File: src/aoi_pkg.sv
// Summary of operation
// - checksum code 00 sends the status header with every sample.
// - checksum code 01 replaces the header with a checksum every 4 samples.
// - checksum code 10 replaces the header with a checksum every 16 samples.
// - both intervals use the 8-bit polynomial x^8 + x^2 + x + 1.
// - checksum kept per channel, covering that channel's conversion data only.
// - output clock is master clock divided by 8, 4, 2 for codes 00, 01, 10.
// - conversion data shift out serially on the divided output clock.
// - writing 1 to the memory test start bit launches the RAM self test.
// - status shows self test progress and outcome as separate bits.
// - status bit 0 stays high while the self test runs.
// - status bit 1 latches a pass; only reset clears it.
// - each sync pulse resets the filters; no data until settling elapses.
`default_nettype none

package aoi_pkg;

  // ****************************************
  // register map
  // ****************************************
  localparam int          ADDR_W         = 7;
  localparam int          REG_W          = 8;
  localparam logic [6:0]  OFS_IFACE      = 7'h07;
  localparam logic [6:0]  OFS_TEST       = 7'h08;
  localparam logic [6:0]  OFS_STATUS     = 7'h09;
  localparam logic [7:0]  RST_IFACE      = 8'h00;
  localparam logic [7:0]  RST_TEST       = 8'h00;
  localparam logic [7:0]  MASK_IFACE     = 8'h0f;
  localparam logic [7:0]  MASK_TEST      = 8'h01;
  localparam int          CRC_SEL_LSB    = 2;
  localparam int          DIV_LSB        = 0;
  localparam int          TEST_START_BIT = 0;
  localparam int          ST_ACTIVE_BIT  = 0;
  localparam int          ST_PASS_BIT    = 1;

  // ****************************************
  // field codes
  // ****************************************
  localparam logic [1:0]  CRC_NONE       = 2'h0;
  localparam logic [1:0]  CRC_EVERY4     = 2'h1;
  localparam logic [1:0]  CRC_EVERY16    = 2'h2;
  localparam logic [1:0]  DIV_8          = 2'h0;
  localparam logic [1:0]  DIV_4          = 2'h1;
  localparam logic [1:0]  DIV_2          = 2'h2;
  localparam logic [1:0]  DIV_1          = 2'h3;
  localparam int          INTERVAL4      = 4;
  localparam int          INTERVAL16     = 16;

  // ****************************************
  // frame and checksum
  // ****************************************
  localparam int          HDR_W          = 8;
  localparam int          DATA_W         = 24;
  localparam int          FRAME_W        = 32;
  localparam logic [7:0]  CRC_POLY       = 8'h07;
  localparam logic [7:0]  CRC_INIT       = 8'h00;

  // ****************************************
  // self test and timing
  // ****************************************
  localparam int          TEST_RAM_W     = 8;
  localparam logic [7:0]  TEST_PATTERN   = 8'ha5;
  localparam int          CLK_PERIOD_NS  = 20;
  localparam int          SETTLE_DEFAULT = 64;

  typedef enum logic [1:0] {
    TS_IDLE,
    TS_WRITE,
    TS_READ,
    TS_DONE
  } aoi_test_state_t;

endpackage : aoi_pkg

`default_nettype wire

File: src/aoi_fifo.sv
`default_nettype none

module aoi_fifo #(
  parameter int WIDTH = 35,
  parameter int DEPTH = 16
) (
  // clock and reset
  input  wire logic             core_clk,
  input  wire logic             resetn,
  input  wire logic             clk_en,
  // fill side
  input  wire logic             in_valid,
  output logic                  in_ready,
  input  wire logic [WIDTH-1:0] in_data,
  // drain side
  output logic                  out_valid,
  input  wire logic             out_ready,
  output logic [WIDTH-1:0]      out_data
);

  localparam int PW = $clog2(DEPTH);

  logic [WIDTH-1:0] mem [DEPTH];
  logic [PW-1:0]    wptr;
  logic [PW-1:0]    rptr;
  logic [PW:0]      count;
  logic             push;
  logic             pop;

  if (DEPTH < 2 || (1 << PW) != DEPTH) begin : g_chk
    $error("fifo depth must be a power of two of at least 2");
  end

  // handshake flags
  assign in_ready  = (count != (PW+1)'(DEPTH));
  assign out_valid = (count != '0);
  assign push      = in_valid && in_ready;
  assign pop       = out_valid && out_ready;
  assign out_data  = mem[rptr];

  // storage
  always_ff @(posedge core_clk) begin
    if (clk_en && push) begin
      mem[wptr] <= in_data;
    end
  end

  // pointers and fill count
  always_ff @(posedge core_clk) begin
    if (!resetn) begin
      wptr  <= '0;
      rptr  <= '0;
      count <= '0;
    end else if (clk_en) begin
      if (push) wptr <= wptr + 1'b1;
      if (pop) rptr <= rptr + 1'b1;
      if (push && !pop) count <= count + 1'b1;
      else if (pop && !push) count <= count - 1'b1;
    end
  end

endmodule : aoi_fifo

`default_nettype wire

File: src/aoi_test_ram.sv
`default_nettype none

module aoi_test_ram #(
  parameter int WIDTH = 8,
  parameter int DEPTH = 64
) (
  // clock
  input  wire logic                     core_clk,
  input  wire logic                     clk_en,
  // access port
  input  wire logic                     wr_en,
  input  wire logic                     rd_en,
  input  wire logic [$clog2(DEPTH)-1:0] addr,
  input  wire logic [WIDTH-1:0]         wdata,
  output logic      [WIDTH-1:0]         rdata
);

  logic [WIDTH-1:0] mem [DEPTH];

  // write and registered read
  always_ff @(posedge core_clk) begin
    if (clk_en) begin
      if (wr_en) mem[addr] <= wdata;
      if (rd_en) rdata <= mem[addr];
    end
  end

endmodule : aoi_test_ram

`default_nettype wire

File: src/aoi_output_iface.sv
`default_nettype none

module aoi_output_iface #(
  parameter int NUM_CH        = 8,
  parameter int FIFO_DEPTH    = 16,
  parameter int RAM_DEPTH     = 64,
  parameter int SETTLE_CYCLES = aoi_pkg::SETTLE_DEFAULT
) (
  // clock, reset, enable
  input  wire logic                         core_clk,
  input  wire logic                         resetn,
  input  wire logic                         clk_en,
  // register port
  input  wire logic                         reg_wr,
  input  wire logic                         reg_rd,
  input  wire logic [aoi_pkg::ADDR_W-1:0]   reg_addr,
  input  wire logic [aoi_pkg::REG_W-1:0]    reg_wdata,
  output logic      [aoi_pkg::REG_W-1:0]    reg_rdata,
  // conversion results in
  input  wire logic                         sample_valid,
  output logic                              sample_ready,
  input  wire logic [$clog2(NUM_CH)-1:0]    sample_chan,
  input  wire logic [aoi_pkg::HDR_W-1:0]    sample_status,
  input  wire logic [aoi_pkg::DATA_W-1:0]   sample_data,
  // synchronization
  input  wire logic                         sync_pulse,
  output logic                              filter_reset,
  // serial data output
  output logic                              data_output_clock,
  output logic                              serial_data_lines,
  output logic                              frame_start
);

  import aoi_pkg::*;

  localparam int CH_W   = $clog2(NUM_CH);
  localparam int WORD_W = CH_W + HDR_W + DATA_W;
  localparam int AW     = $clog2(RAM_DEPTH);
  localparam int SC_W   = $clog2(SETTLE_CYCLES + 1);

  if (NUM_CH < 2 || RAM_DEPTH < 2 || RAM_DEPTH > 256 || SETTLE_CYCLES < 2) begin : g_chk
    $error("unsupported channel count, ram depth or settle count");
  end

  // ****************************************
  // checksum and test pattern helpers
  // ****************************************
  function automatic logic [7:0] aoi_crc8(input logic [7:0] crc_in, input logic [23:0] d);
    logic [7:0] c;
    c = crc_in;
    for (int i = DATA_W - 1; i >= 0; i--) begin
      c = (c[7] ^ d[i]) ? ({c[6:0], 1'b0} ^ CRC_POLY) : {c[6:0], 1'b0};
    end
    return c;
  endfunction : aoi_crc8

  function automatic logic [7:0] aoi_pattern(input logic [AW-1:0] a);
    return TEST_RAM_W'(a) ^ TEST_PATTERN;
  endfunction : aoi_pattern

  logic [7:0]        iface_cfg;
  logic [7:0]        test_ctl;
  logic [1:0]        crc_sel;
  logic [1:0]        div_sel;
  aoi_test_state_t   tstate;
  logic [AW-1:0]     t_addr;
  logic              t_fail;
  logic              t_pass;
  logic              chk_vld;
  logic [AW-1:0]     chk_addr;
  logic [7:0]        ram_rdata;
  logic              mismatch;
  logic              test_active;
  logic              test_start;
  logic              await_sync;
  logic [SC_W-1:0]   settle_cnt;
  logic              run_ok;

  assign crc_sel = iface_cfg[CRC_SEL_LSB +: 2];
  assign div_sel = iface_cfg[DIV_LSB +: 2];

  // ****************************************
  // register file
  // ****************************************
  assign test_start = reg_wr && (reg_addr == OFS_TEST) && reg_wdata[TEST_START_BIT]
                    && (tstate == TS_IDLE);

  // software writes, reserved bits kept at zero
  always_ff @(posedge core_clk) begin
    if (!resetn) begin
      iface_cfg <= RST_IFACE;
      test_ctl  <= RST_TEST;
    end else if (clk_en && reg_wr) begin
      if (reg_addr == OFS_IFACE) iface_cfg <= reg_wdata & MASK_IFACE;
      if (reg_addr == OFS_TEST) test_ctl <= reg_wdata & MASK_TEST;
    end
  end

  // registered read, unmapped reads zero
  always_ff @(posedge core_clk) begin
    if (!resetn) begin
      reg_rdata <= 8'h00;
    end else if (clk_en && reg_rd) begin
      unique case (reg_addr)
        OFS_IFACE:  reg_rdata <= iface_cfg;
        OFS_TEST:   reg_rdata <= test_ctl;
        OFS_STATUS: reg_rdata <= {6'h00, t_pass, test_active};
        default:    reg_rdata <= 8'h00;
      endcase
    end
  end

  // ****************************************
  // output clock divider
  // ****************************************
  logic [2:0] div_last;
  logic [2:0] ph;
  logic [2:0] next_ph;
  logic [2:0] half;
  logic       data_output_clock_q;
  logic       bypass;
  logic       bit_tick;

  // period minus one for each divider code
  always_comb begin
    unique case (div_sel)
      DIV_8:   div_last = 3'h7;
      DIV_4:   div_last = 3'h3;
      DIV_2:   div_last = 3'h1;
      default: div_last = 3'h0;
    endcase
  end

  assign bit_tick = (ph >= div_last);
  assign next_ph  = bit_tick ? 3'h0 : ph + 3'h1;
  assign half     = {1'b0, div_last[2:1]} + 3'h1;

  // phase counter, clock high in first half of each bit
  always_ff @(posedge core_clk) begin
    if (!resetn) begin
      ph     <= 3'h7; // wraps at first edge, so the first period is whole
      data_output_clock_q <= 1'b0;
      bypass <= 1'b0;
    end else if (clk_en) begin
      ph     <= next_ph;
      data_output_clock_q <= (next_ph < half);
      bypass <= (div_sel == DIV_1);
    end
  end

  // undivided mode passes the master clock straight out
  assign data_output_clock = bypass ? core_clk : data_output_clock_q;

  // ****************************************
  // sample buffer
  // ****************************************
  logic              f_valid;
  logic              f_ready;
  logic [WORD_W-1:0] f_word;
  logic              in_ready;
  logic [CH_W-1:0]   f_chan;
  logic [7:0]        f_stat;
  logic [23:0]       f_data;

  assign sample_ready = in_ready && run_ok;
  assign {f_chan, f_stat, f_data} = f_word;

  aoi_fifo #(
    .WIDTH (WORD_W),
    .DEPTH (FIFO_DEPTH)
  ) u_fifo (
    .core_clk  (core_clk),
    .resetn    (resetn),
    .clk_en    (clk_en),
    .in_valid  (sample_valid && run_ok),
    .in_ready  (in_ready),
    .in_data   ({sample_chan, sample_status, sample_data}),
    .out_valid (f_valid),
    .out_ready (f_ready),
    .out_data  (f_word)
  );

  // ****************************************
  // per-channel checksum
  // ****************************************
  logic [7:0] crc_acc [NUM_CH];
  logic [3:0] crc_cnt [NUM_CH];
  logic [7:0] crc_new;
  logic [3:0] int_last;
  logic       crc_on;
  logic       send_crc;
  logic       load;
  logic [7:0] header;

  assign crc_on   = (crc_sel == CRC_EVERY4) || (crc_sel == CRC_EVERY16);
  assign int_last = (crc_sel == CRC_EVERY4) ? 4'(INTERVAL4 - 1) : 4'(INTERVAL16 - 1);
  assign crc_new  = aoi_crc8(crc_acc[f_chan], f_data);
  assign send_crc = crc_on && (crc_cnt[f_chan] >= int_last);
  assign header   = send_crc ? crc_new : f_stat;

  // accumulators restart on sync and after each checksum message
  always_ff @(posedge core_clk) begin
    if (!resetn) begin
      for (int c = 0; c < NUM_CH; c++) begin
        crc_acc[c] <= CRC_INIT;
        crc_cnt[c] <= 4'h0;
      end
    end else if (clk_en) begin
      if (sync_pulse || !crc_on) begin
        for (int c = 0; c < NUM_CH; c++) begin
          crc_acc[c] <= CRC_INIT;
          crc_cnt[c] <= 4'h0;
        end
      end else if (load) begin
        crc_acc[f_chan] <= send_crc ? CRC_INIT : crc_new;
        crc_cnt[f_chan] <= send_crc ? 4'h0 : crc_cnt[f_chan] + 4'h1;
      end
    end
  end

  // ****************************************
  // serializer
  // ****************************************
  logic [31:0] shreg;
  logic [4:0]  bit_cnt;
  logic        busy;
  logic        frame_end;

  assign frame_end = busy && (bit_cnt == 5'(FRAME_W - 1));
  assign load      = bit_tick && (!busy || frame_end) && f_valid && run_ok;
  assign f_ready   = load;

  // header then data, msb first, one bit per output clock
  always_ff @(posedge core_clk) begin
    if (!resetn) begin
      shreg       <= 32'h0000_0000;
      bit_cnt     <= 5'h00;
      busy        <= 1'b0;
      frame_start <= 1'b0;
    end else if (clk_en) begin
      if (load) begin
        shreg       <= {header, f_data};
        bit_cnt     <= 5'h00;
        busy        <= 1'b1;
        frame_start <= 1'b1;
      end else if (bit_tick && busy) begin
        shreg       <= {shreg[30:0], 1'b0};
        bit_cnt     <= bit_cnt + 5'h01;
        frame_start <= 1'b0;
        if (frame_end) busy <= 1'b0;
      end
    end
  end

  assign serial_data_lines = shreg[31];

  // ****************************************
  // filter ram self test
  // ****************************************
  assign test_active = (tstate != TS_IDLE);
  assign mismatch    = chk_vld && (ram_rdata != aoi_pattern(chk_addr));

  aoi_test_ram #(
    .WIDTH (TEST_RAM_W),
    .DEPTH (RAM_DEPTH)
  ) u_ram (
    .core_clk (core_clk),
    .clk_en   (clk_en),
    .wr_en    (tstate == TS_WRITE),
    .rd_en    (tstate == TS_READ),
    .addr     (t_addr),
    .wdata    (aoi_pattern(t_addr)),
    .rdata    (ram_rdata)
  );

  // write pattern pass, read-compare pass, then latch result
  always_ff @(posedge core_clk) begin
    if (!resetn) begin
      tstate   <= TS_IDLE;
      t_addr   <= '0;
      t_fail   <= 1'b0;
      t_pass   <= 1'b0;
      chk_vld  <= 1'b0;
      chk_addr <= '0;
    end else if (clk_en) begin
      chk_vld  <= (tstate == TS_READ);
      chk_addr <= t_addr;
      if (mismatch) t_fail <= 1'b1;
      unique case (tstate)
        TS_IDLE: begin
          if (test_start) begin
            tstate <= TS_WRITE;
            t_addr <= '0;
            t_fail <= 1'b0;
          end
        end
        TS_WRITE: begin
          t_addr <= t_addr + 1'b1;
          if (t_addr == AW'(RAM_DEPTH - 1)) tstate <= TS_READ;
        end
        TS_READ: begin
          t_addr <= t_addr + 1'b1;
          if (t_addr == AW'(RAM_DEPTH - 1)) tstate <= TS_DONE;
        end
        TS_DONE: begin
          tstate <= TS_IDLE;
          if (!t_fail && !mismatch) t_pass <= 1'b1;
        end
      endcase
    end
  end

  // ****************************************
  // sync and settling gate
  // ****************************************
  assign run_ok = !test_active && !await_sync && (settle_cnt == '0);

  // end of test waits for sync; sync restarts the settle count
  always_ff @(posedge core_clk) begin
    if (!resetn) begin
      await_sync   <= 1'b0;
      settle_cnt   <= '0;
      filter_reset <= 1'b0;
    end else if (clk_en) begin
      filter_reset <= sync_pulse;
      if (tstate == TS_DONE) await_sync <= 1'b1;
      else if (sync_pulse) await_sync <= 1'b0;
      if (sync_pulse) settle_cnt <= SC_W'(SETTLE_CYCLES);
      else if (settle_cnt != '0) settle_cnt <= settle_cnt - 1'b1;
    end
  end

  // ****************************************
  // assertions
  // ****************************************
  a_plain_header: assert property (@(posedge core_clk) disable iff (!resetn || !clk_en)
    load && (crc_sel == CRC_NONE) |=> shreg[31:24] == $past(f_stat))
    else $error("status header not sent with checksum off");

  a_crc_every4: assert property (@(posedge core_clk) disable iff (!resetn || !clk_en)
    load && (crc_sel == CRC_EVERY4) && (crc_cnt[f_chan] == 4'h3) |-> send_crc)
    else $error("checksum missing on fourth sample");

  a_crc_every16: assert property (@(posedge core_clk) disable iff (!resetn || !clk_en)
    load && (crc_sel == CRC_EVERY16) |-> send_crc == (crc_cnt[f_chan] == 4'hf))
    else $error("checksum misplaced in sixteen-sample mode");

  a_crc_header: assert property (@(posedge core_clk) disable iff (!resetn || !clk_en)
    load && send_crc |=> shreg[31:24] == $past(crc_new) && shreg[23:0] == $past(f_data))
    else $error("checksum header does not carry computed value");

  a_crc_restart: assert property (@(posedge core_clk) disable iff (!resetn || !clk_en)
    load && send_crc && !sync_pulse |=> crc_acc[$past(f_chan)] == CRC_INIT)
    else $error("channel checksum not restarted after message");

  a_div8_shape: assert property (@(posedge core_clk) disable iff (!resetn || !clk_en)
    $rose(data_output_clock_q) ##0 (div_sel == DIV_8)[*8]
      |-> !data_output_clock_q && !$past(data_output_clock_q, 3) && $past(data_output_clock_q, 4))
    else $error("divide by eight clock shape wrong");

  a_bit_hold: assert property (@(posedge core_clk) disable iff (!resetn || !clk_en)
    busy && !bit_tick |=> $stable(serial_data_lines))
    else $error("data line changed between output clock bits");

  a_test_blocks: assert property (@(posedge core_clk) disable iff (!resetn || !clk_en)
    test_active |-> !sample_ready && !load)
    else $error("conversion data flowing during self test");

  a_active_flag: assert property (@(posedge core_clk) disable iff (!resetn || !clk_en)
    test_start |=> test_active [*2])
    else $error("running flag not raised by start");

  a_pass_sticky: assert property (@(posedge core_clk) disable iff (!resetn || !clk_en)
    t_pass |=> t_pass)
    else $error("pass flag cleared without reset");

  a_settle_gate: assert property (@(posedge core_clk) disable iff (!resetn || !clk_en)
    sync_pulse |=> !load [*2])
    else $error("data output before filter settling");

  c_crc_sent:  cover property (@(posedge core_clk) disable iff (!resetn) load && send_crc);
  c_test_pass: cover property (@(posedge core_clk) disable iff (!resetn) $rose(t_pass));
  c_div2_load: cover property (@(posedge core_clk) disable iff (!resetn)
    load && (div_sel == DIV_2));
  c_resume:    cover property (@(posedge core_clk) disable iff (!resetn)
    $fell(await_sync) ##[1:200] load);

endmodule : aoi_output_iface

`default_nettype wire

File: config.mk
export PLATFORM = sky130hd
export DESIGN_NAME = aoi_output_iface
export DESIGN_NICKNAME = d
export VERILOG_FILES = /design/src/aoi_pkg.sv /design/src/aoi_fifo.sv /design/src/aoi_test_ram.sv /design/src/aoi_output_iface.sv
export SDC_FILE = /design/constraint.sdc
export NUM_CORES = 1
export LEC_CHECK = 0
export BUFFER_PORTS_ARGS = -buffer_cell sky130_fd_sc_hd__clkbuf_2
export CAP_MARGIN = 20
export CELL_PAD_IN_SITES_DETAIL_PLACEMENT = 0
export CELL_PAD_IN_SITES_GLOBAL_PLACEMENT = 1
export CORE_ASPECT_RATIO = 1.4
export CORE_UTILIZATION = 45
export CTS_BUF_LIST = sky130_fd_sc_hd__clkbuf_8
export DETAILED_ROUTE_END_ITERATION = 10
export PLACE_DENSITY = 0.79
export SLEW_MARGIN = 20
export SYNTH_ARGS = -nofsm -noshare
export SYNTH_HDL_FRONTEND = slang
export SYNTH_SLANG_ARGS = --single-unit
File: constraint.sdc
create_clock -name core_clk -period 6.3 [get_ports core_clk]
set_clock_uncertainty 0.2 [all_clocks]
set_input_delay 0.315 -clock core_clk [delete_from_list [all_inputs] [get_ports core_clk]]
set_output_delay 0.315 -clock core_clk [all_outputs]
set_load 0.02 [all_outputs]
==> impl_metrics.toml, run 1 <==
[global_route]
gr-usage-all-layers_pct = 21.1
grt_pass1_vias = 26200
grt_overflow = 0
grt_max_degree = 101
grt_pass1_wl_mm = 160
antenna_found_initial = 3

[clock_network]
clkTransAtPathRegs_ns = 0.07
hold_buffers = 62
clk_latency_ns = 0.95
cts_resized = 0
post_cts_buffers = 0
cts_tree = "built"

[job]
drv_cap = 0

[layout]
drive_gt1_share_pct = 18.5
area_growth_pct = 12.6
fillCellCount = 7917
regArea_mm2 = 0.0333
layout.nets = 2961
postLayoutCellArea_mm2 = 0.0511
multi_input_area_mm2 = 0.0114

[synth]
synth-compound-area-share_pct = 6.68
synth_area_leaders = "edfxtp_1, mux4_2, dfxtp_1"
synth-edff-count = 1046
syn-instance-count = 2671
yosys_warnings = 0
synth_top_family_by_area = "multiplexers"
synth.distinct_cells = 62
synthMostInstantiatedCell = "edfxtp_1"
synth.mux.area_fraction_pct = 9.30
dominantRegCellSynth = "edfxtp_1"
synth_top_area_cell = "edfxtp_1"
synth_top_area_share_pct = 69.2
synthArstFlopShare_pct = 0
syn_avg_cell_area_um2 = 17.0
seq_area_frac_synth_pct = 73.5
yosys.area_share.simple_pct = 5.99
ys_ff_latch = 1142
synth_xor_area_share_pct = 2.09
synthTopCellsByCount = "edfxtp_1, nor2_1, mux4_2"
syn_area_mm2 = 0.0454
synthAdderAreaFrac_pct = 0.816

[die]
chipHeight_um = 378
ios = 70
coreArea_mm2 = 0.0998
start_util_pct = 45.5
die-width_um = 270
rows = 137
die-area_mm2 = 0.102

[critical_path]
start_kind = "register"
slowest_stage = "a2111oi_0"
end_kind = "register"
worstSetupPathType = "reg2reg"
crit_fanout = 25
critical_path.max_stage_delay_ns = 0.72
required_ns = 6.87
path_cells = "mux2i_1, a22oi_1, buf_4, nand3_1, nand2_1, mux2_2, a2111oi_0, xnor2_1, xnor3_1, xor3_1, xnor2_1, nand2_1, nor2_1"
crit_arrival_ns = 6.02

[power]
clkPwrFrac_pct = 31.1
powerDensity_mw_per_mm2 = 356
ir_worst_vdd_uv = 704
leakage_nw = 16.2
switching_power_mw = 5.40
switching_share_pct = 29.6
p_int_mw = 12.8
p_comb_share_pct = 22.4
seqPwrFrac_pct = 46.5

[routing]
antenna_left = 0
avgViaCountPerCell = 5.85
wl_per_cell_um = 25.0
drt_iter0_drc = 2369
drcViolationCount = 0
vias = 25200
first_pass_iters = 5
totalWireLength_mm = 108

[sta]
setup_viol = 0
hold_viol_final = 0
worst_pin_slew_ns = 1.00
rsz0062_at_grt = "no"
final_max_slew_viol_count = 0
min_period_ns = 5.45
relSlewSlack_pct = 32.9
fin_crit_sh_pct = 86.6
fin_tns_setup_ns = 0
fmax_ghz = 0.183

[placement]
dp_hpwl_mm = 64.3
routabilityCongestion = 0.835
portBuffers = 61
postPlaceCellArea_mm2 = 0.0474

[status]
status = "completed"

[hold_path]
worstHoldPathType = "in2reg"
[final cells by class]
type                       count  share of cell area [%]
antenna                        1                 0.00490
clock buffer                 165                    4.43
clock inverter               118                    1.69
inverter                      27                   0.198
multi-input combinational   1355                    22.4
sequential                  1142                    65.3
tap                         1320                    3.23
timing repair buffer         188                    2.80
[worst max-delay path: cells and delay by family, from the launching register on]
family,cells,cell delay (ns)
AOI/OAI and AO/OA,2,0.94
xor gates and xnor gates,4,1.52
buffers and inverters,1,0.20
muxes,2,0.59
DFF,1,0.65
and+or+nand+nor,4,1.17
[stage by stage]
step / util, % / setup WS [ns] / power, mW / std cells / hold WS, ns
final: 51.2 / 0.847 / 18.2 / 4316 / 0.101
after global routing: 51.2 / 0.573 / 18.9 / 4315 / 0.0871
after CTS: 51.2 / 0.820 / 18.3 / 4315 / 0.0138
after detailed placement: 47.5 / 0.859 / 12.7 / 3971 / 0.259
after global placement: 47.5 / 0.974 / 12.6 / 3971 / 0.259
after floorplan: - / 0.775 / 11.6 / 2674 / 0.214
[registers in the layout, indices dropped and copies added, names as in the netlist, 2 cells and up, named ones only]
register and cells:
iface_cfg 4, tstate 2, u_ram.mem 384, reg_rdata 4, u_fifo.rptr 4, settle_cnt 7, bit_cnt 5, u_ram.rdata 6
t_addr 6, shreg 32, u_fifo.count 5, chk_addr 6, ph 3, crc_cnt 32, u_fifo.wptr 4, u_fifo.mem 560
crc_acc 64
[power by group through the flow]
| stage | Clock [mW] | Combinational [mW] | Sequential [mW] |
|---|---|---|---|
| 6_report | 5.67 | 4.08 | 8.47 |
| 5_1_grt | 6.05 | 4.42 | 8.48 |
| 4_1_cts | 5.75 | 4.10 | 8.47 |
| 3_5_place_dp | 0.00264 | 4.06 | 8.63 |
| 3_3_place_gp | 0.00264 | 3.96 | 8.62 |
| 2_1_floorplan | 0.00201 | 3.00 | 8.59 |
[worst paths after layout]
path	slack [ns]	cells after the start	start	to
hold reg to reg	0.27	2	await_sync	await_sync
hold / removal	0.10	2	sample_data[12]	u_fifo.mem[7][12]
setup / recovery	0.85	13	register	crc_acc[4][5]
setup reg to reg	0.85	13	register	crc_acc[4][5]
[layout by cell type, fill, tap and decap left out, types with 43 or more instances in the layout]
master,synthesis,final
nor2_1,240,228
buf_4,9,65
edfxtp_1,1046,1046
xnor2_1,43,43
dlygate4sd3_1,0,62
a22oi_1,165,165
mux4_2,171,171
clkbuf_2,1,61
clkbuf_8,0,164
nand3_1,58,58
nand2_1,170,169
inv_1,26,63
dfxtp_1,96,89
a21oi_1,63,63
[layer usage]
layer	GRT usage (%)	up-vias	share of wire (%)
met5	0	-	0.023
met4	9.40	4	3.7
met3	3.67	245	6.8
met2	37.9	1067	53
met1	24.7	12900	36
li1	-	11000	-
[kinds of logic after synthesis]
family	count (synthesis)
fa+ha+maj	29
other cells	1
buf+inv	177
xor+xnor	81
compound gates	422
flops	1142
simple gates	612
mux	207
Power figures use the tool's default switching activity.
==> run 2: changes to the inputs <==
- ABC_AREA: not set -> 1
- CTS_CLUSTER_DIAMETER: not set -> 150
- PLACE_DENSITY: 0.79 -> 0.81
==> impl_metrics.toml, run 2 <==
[status]
status = "finished with violations"
failed_checks = "design-rule violations"

[routing]
wl_per_cell_um = 21.8
avgViaCountPerCell = 5.65
totalWireLength_mm = 117
drt_iter0_drc = 2711
vias = 30500
first_pass_iters = 9
antenna_left = 0
drcViolationCount = 4

[critical_path]
critical_path.max_stage_delay_ns = 0.77
worstSetupPathType = "reg2reg"
end_kind = "register"
path_cells = "inv_8, nand2_1, nand3_1, nand3_1, nand3_2, nand2_4, buf_4, nand2_1, nand3_1, nand4_1, nand2_1, nand2_2, xor2_1, nand3b_1, nand2_1, nand2_1, nand2_2, xor2_4, xor2_2, inv_1, nand2_1, nand2_2, nand2_4, nor2_2"
required_ns = 6.78
crit_buf_inv = 3
crit_family = "simple AND/OR/NAND/NOR gates"
crit_fanout = 52
crit_arrival_ns = 6.00
critPathMostFrequentCell = "nand2_1"
slowest_stage = "dfxtp_4"
start_kind = "register"

[synth]
syn-instance-count = 3766
synthTopCellsByCount = "edfxtp_1, nand2_1, nor2_1"
synth_area_leaders = "edfxtp_1, nand2_1, dfxtp_1"
synthMostInstantiatedCell = "edfxtp_1"
synth-edff-count = 1046
dominantRegCellSynth = "edfxtp_1"
synthArstFlopShare_pct = 0
syn_area_mm2 = 0.0467
ys_ff_latch = 1142
synth.distinct_cells = 62
synth_top_area_share_pct = 67.2
seq_area_frac_synth_pct = 71.3
yosys_warnings = 0
synth_top_area_cell = "edfxtp_1"
syn_avg_cell_area_um2 = 12.4

[die]
rows = 139
die-area_mm2 = 0.105
ios = 70
chipHeight_um = 383
start_util_pct = 45.5
die-width_um = 274
coreArea_mm2 = 0.103

[sta]
setup_viol = 0
rsz0062_at_grt = "no"
hold_viol_final = 0
relSlewSlack_pct = 28.9
final_max_slew_viol_count = 0
fmax_ghz = 0.181
fin_tns_setup_ns = 0
worst_pin_slew_ns = 1.06
min_period_ns = 5.51
fin_crit_sh_pct = 87.5

[clock_network]
cts_tree = "built"
cts_resized = 0
post_cts_buffers = 0
clk_latency_ns = 0.99
hold_buffers = 76
clkTransAtPathRegs_ns = 0.06

[layout]
largest_register_ffs = 560
final_common_cell = "edfxtp_1"
postLayoutCellArea_mm2 = 0.0524
final_cell_mix = "edfxtp_1, nand2_1, nor2_1, o21ai_0, nand3_1"
fillCellCount = 8719
layout.nets = 4019
top_regs = "u_fifo.mem x560, u_ram.mem x384, crc_acc x64"
instances_no_fill = 5396
final_util_pct = 51.0
largest-register = "u_fifo.mem"
area_growth_pct = 12.1
drive_gt1_share_pct = 11.5

[power]
leakage_nw = 17.8
seqPwrFrac_pct = 42.0
switching_share_pct = 36.1
powerDensity_mw_per_mm2 = 384
p_int_mw = 12.9
switching_power_mw = 7.27
p_comb_share_pct = 29.4
ir_worst_vdd_uv = 375
clkPwrFrac_pct = 28.5

[job]
drv_cap = 0

[hold_path]
worstHoldPathType = "in2reg"
holdCritStartpoint = "sample_data[3]"

[placement]
place_inst = 5024
portBuffers = 61
dp_hpwl_mm = 65.9
postPlaceCellArea_mm2 = 0.0484
routabilityCongestion = 0.820

[global_route]
grt_pass1_wl_mm = 177
met1_usage_pct = 26.8
gr-usage-all-layers_pct = 22.4
grt_max_degree = 138
antenna_found_initial = 5
use_met3_pct = 4.00
grt_pass1_vias = 30000
busiest_layer = "met2"
grt_use_met2_pct = 39.1
grt_overflow = 0
==> run 2: changes by cell type in the layout (fill, tap and decap cells not counted), moves of 34 or more <==
cell	change
nand2_1	+439
mux4_2	-171
nor2_1	+201
inv_1	+120
nand3_1	+144
o211ai_1	+39
o22ai_1	+34
o21ai_0	+284
xnor2_1	-41
a22oi_1	-99
o221ai_1	+74
nor2b_1	-34
==> run 2: cell type report <==
cell class                      count  area, µm²  area share, %
Sequential cell                  1142      33300           63.7
Antenna cell                        2       5.00        0.00955
Clock buffer                      178       2440           4.66
Inverter                          165        629           1.20
Timing Repair Buffer              199       1570           3.00
Clock inverter                    116        748           1.43
Tap cell                         1339       1680           3.20
Multi-Input combinational cell   2255      12000           22.8
==> run 2: worst reg2reg max path: stages, from the launching register on <==
cell and delay [ns]:
dfxtp_4 0.77, inv_8 0.33, nand2_1 0.14, nand3_1 0.07, nand3_1 0.12, nand3_2 0.43, nand2_4 0.43, buf_4 0.40
nand2_1 0.11, nand3_1 0.11, nand4_1 0.23, nand2_1 0.17, nand2_2 0.09, xor2_1 0.18, nand3b_1 0.26, nand2_1 0.15
nand2_1 0.08, nand2_2 0.13, xor2_4 0.26, xor2_2 0.18, inv_1 0.05, nand2_1 0.08, nand2_2 0.08, nand2_4 0.15
nor2_2 0.05
==> run 2: worst paths after layout <==
kind / endpoint / slack, ns / depth (start not counted)
worst max-delay path: crc_acc[7][6] / 0.79 / 24
worst max register to register: crc_acc[7][6] / 0.79 / 24
worst min-delay path: u_fifo.mem[15][3] / 0.09 / 2
worst min register to register: u_fifo.count[4] / 0.26 / 1
==> run 2: kinds of logic after synthesis <==
family	after synthesis	share of synthesized area, %
simple gates	1430	13.2
flops	1142	71.3
compound gates	773	10.6
buf+inv	372	3.46
fa+ha+maj	29	0.792
xor+xnor	19	0.642
other cells	1	0.00802
==> run 2: power by group through the flow <==
stage          clock network (mW)  logic, mW  registers [mW]
6_report                     5.75       5.93            8.46
5_1_grt                      6.13       6.62            8.46
4_1_cts                      5.84       5.97            8.45
3_5_place_dp              0.00221       5.91            8.61
3_3_place_gp              0.00221       5.86            8.61
2_1_floorplan             0.00148       4.51            8.57
==> run 2: through the flow <==
| stage | setup WS (ns) | hold slack [ns] | power, mW |
|---|---|---|---|
| 6_report | 0.789 | 0.0930 | 20.1 |
| 4_1_cts | 0.810 | 0.000176 | 20.3 |
| 3_5_place_dp | 0.839 | 0.245 | 14.5 |
| 5_1_grt | 0.238 | 0.0616 | 21.2 |
| 2_1_floorplan | 2.37 | 0.214 | 13.1 |
| 3_3_place_gp | 0.854 | 0.240 | 14.5 |
==> run 2: per-layer routing <==
| metal | vias to the layer above | share of wire, % |
|---|---|---|
| met5 | - | 0.027 |
| met4 | 4 | 3.8 |
| li1 | 14200 | - |
| met2 | 1095 | 52 |
| met1 | 14900 | 38 |
| met3 | 274 | 6.2 |
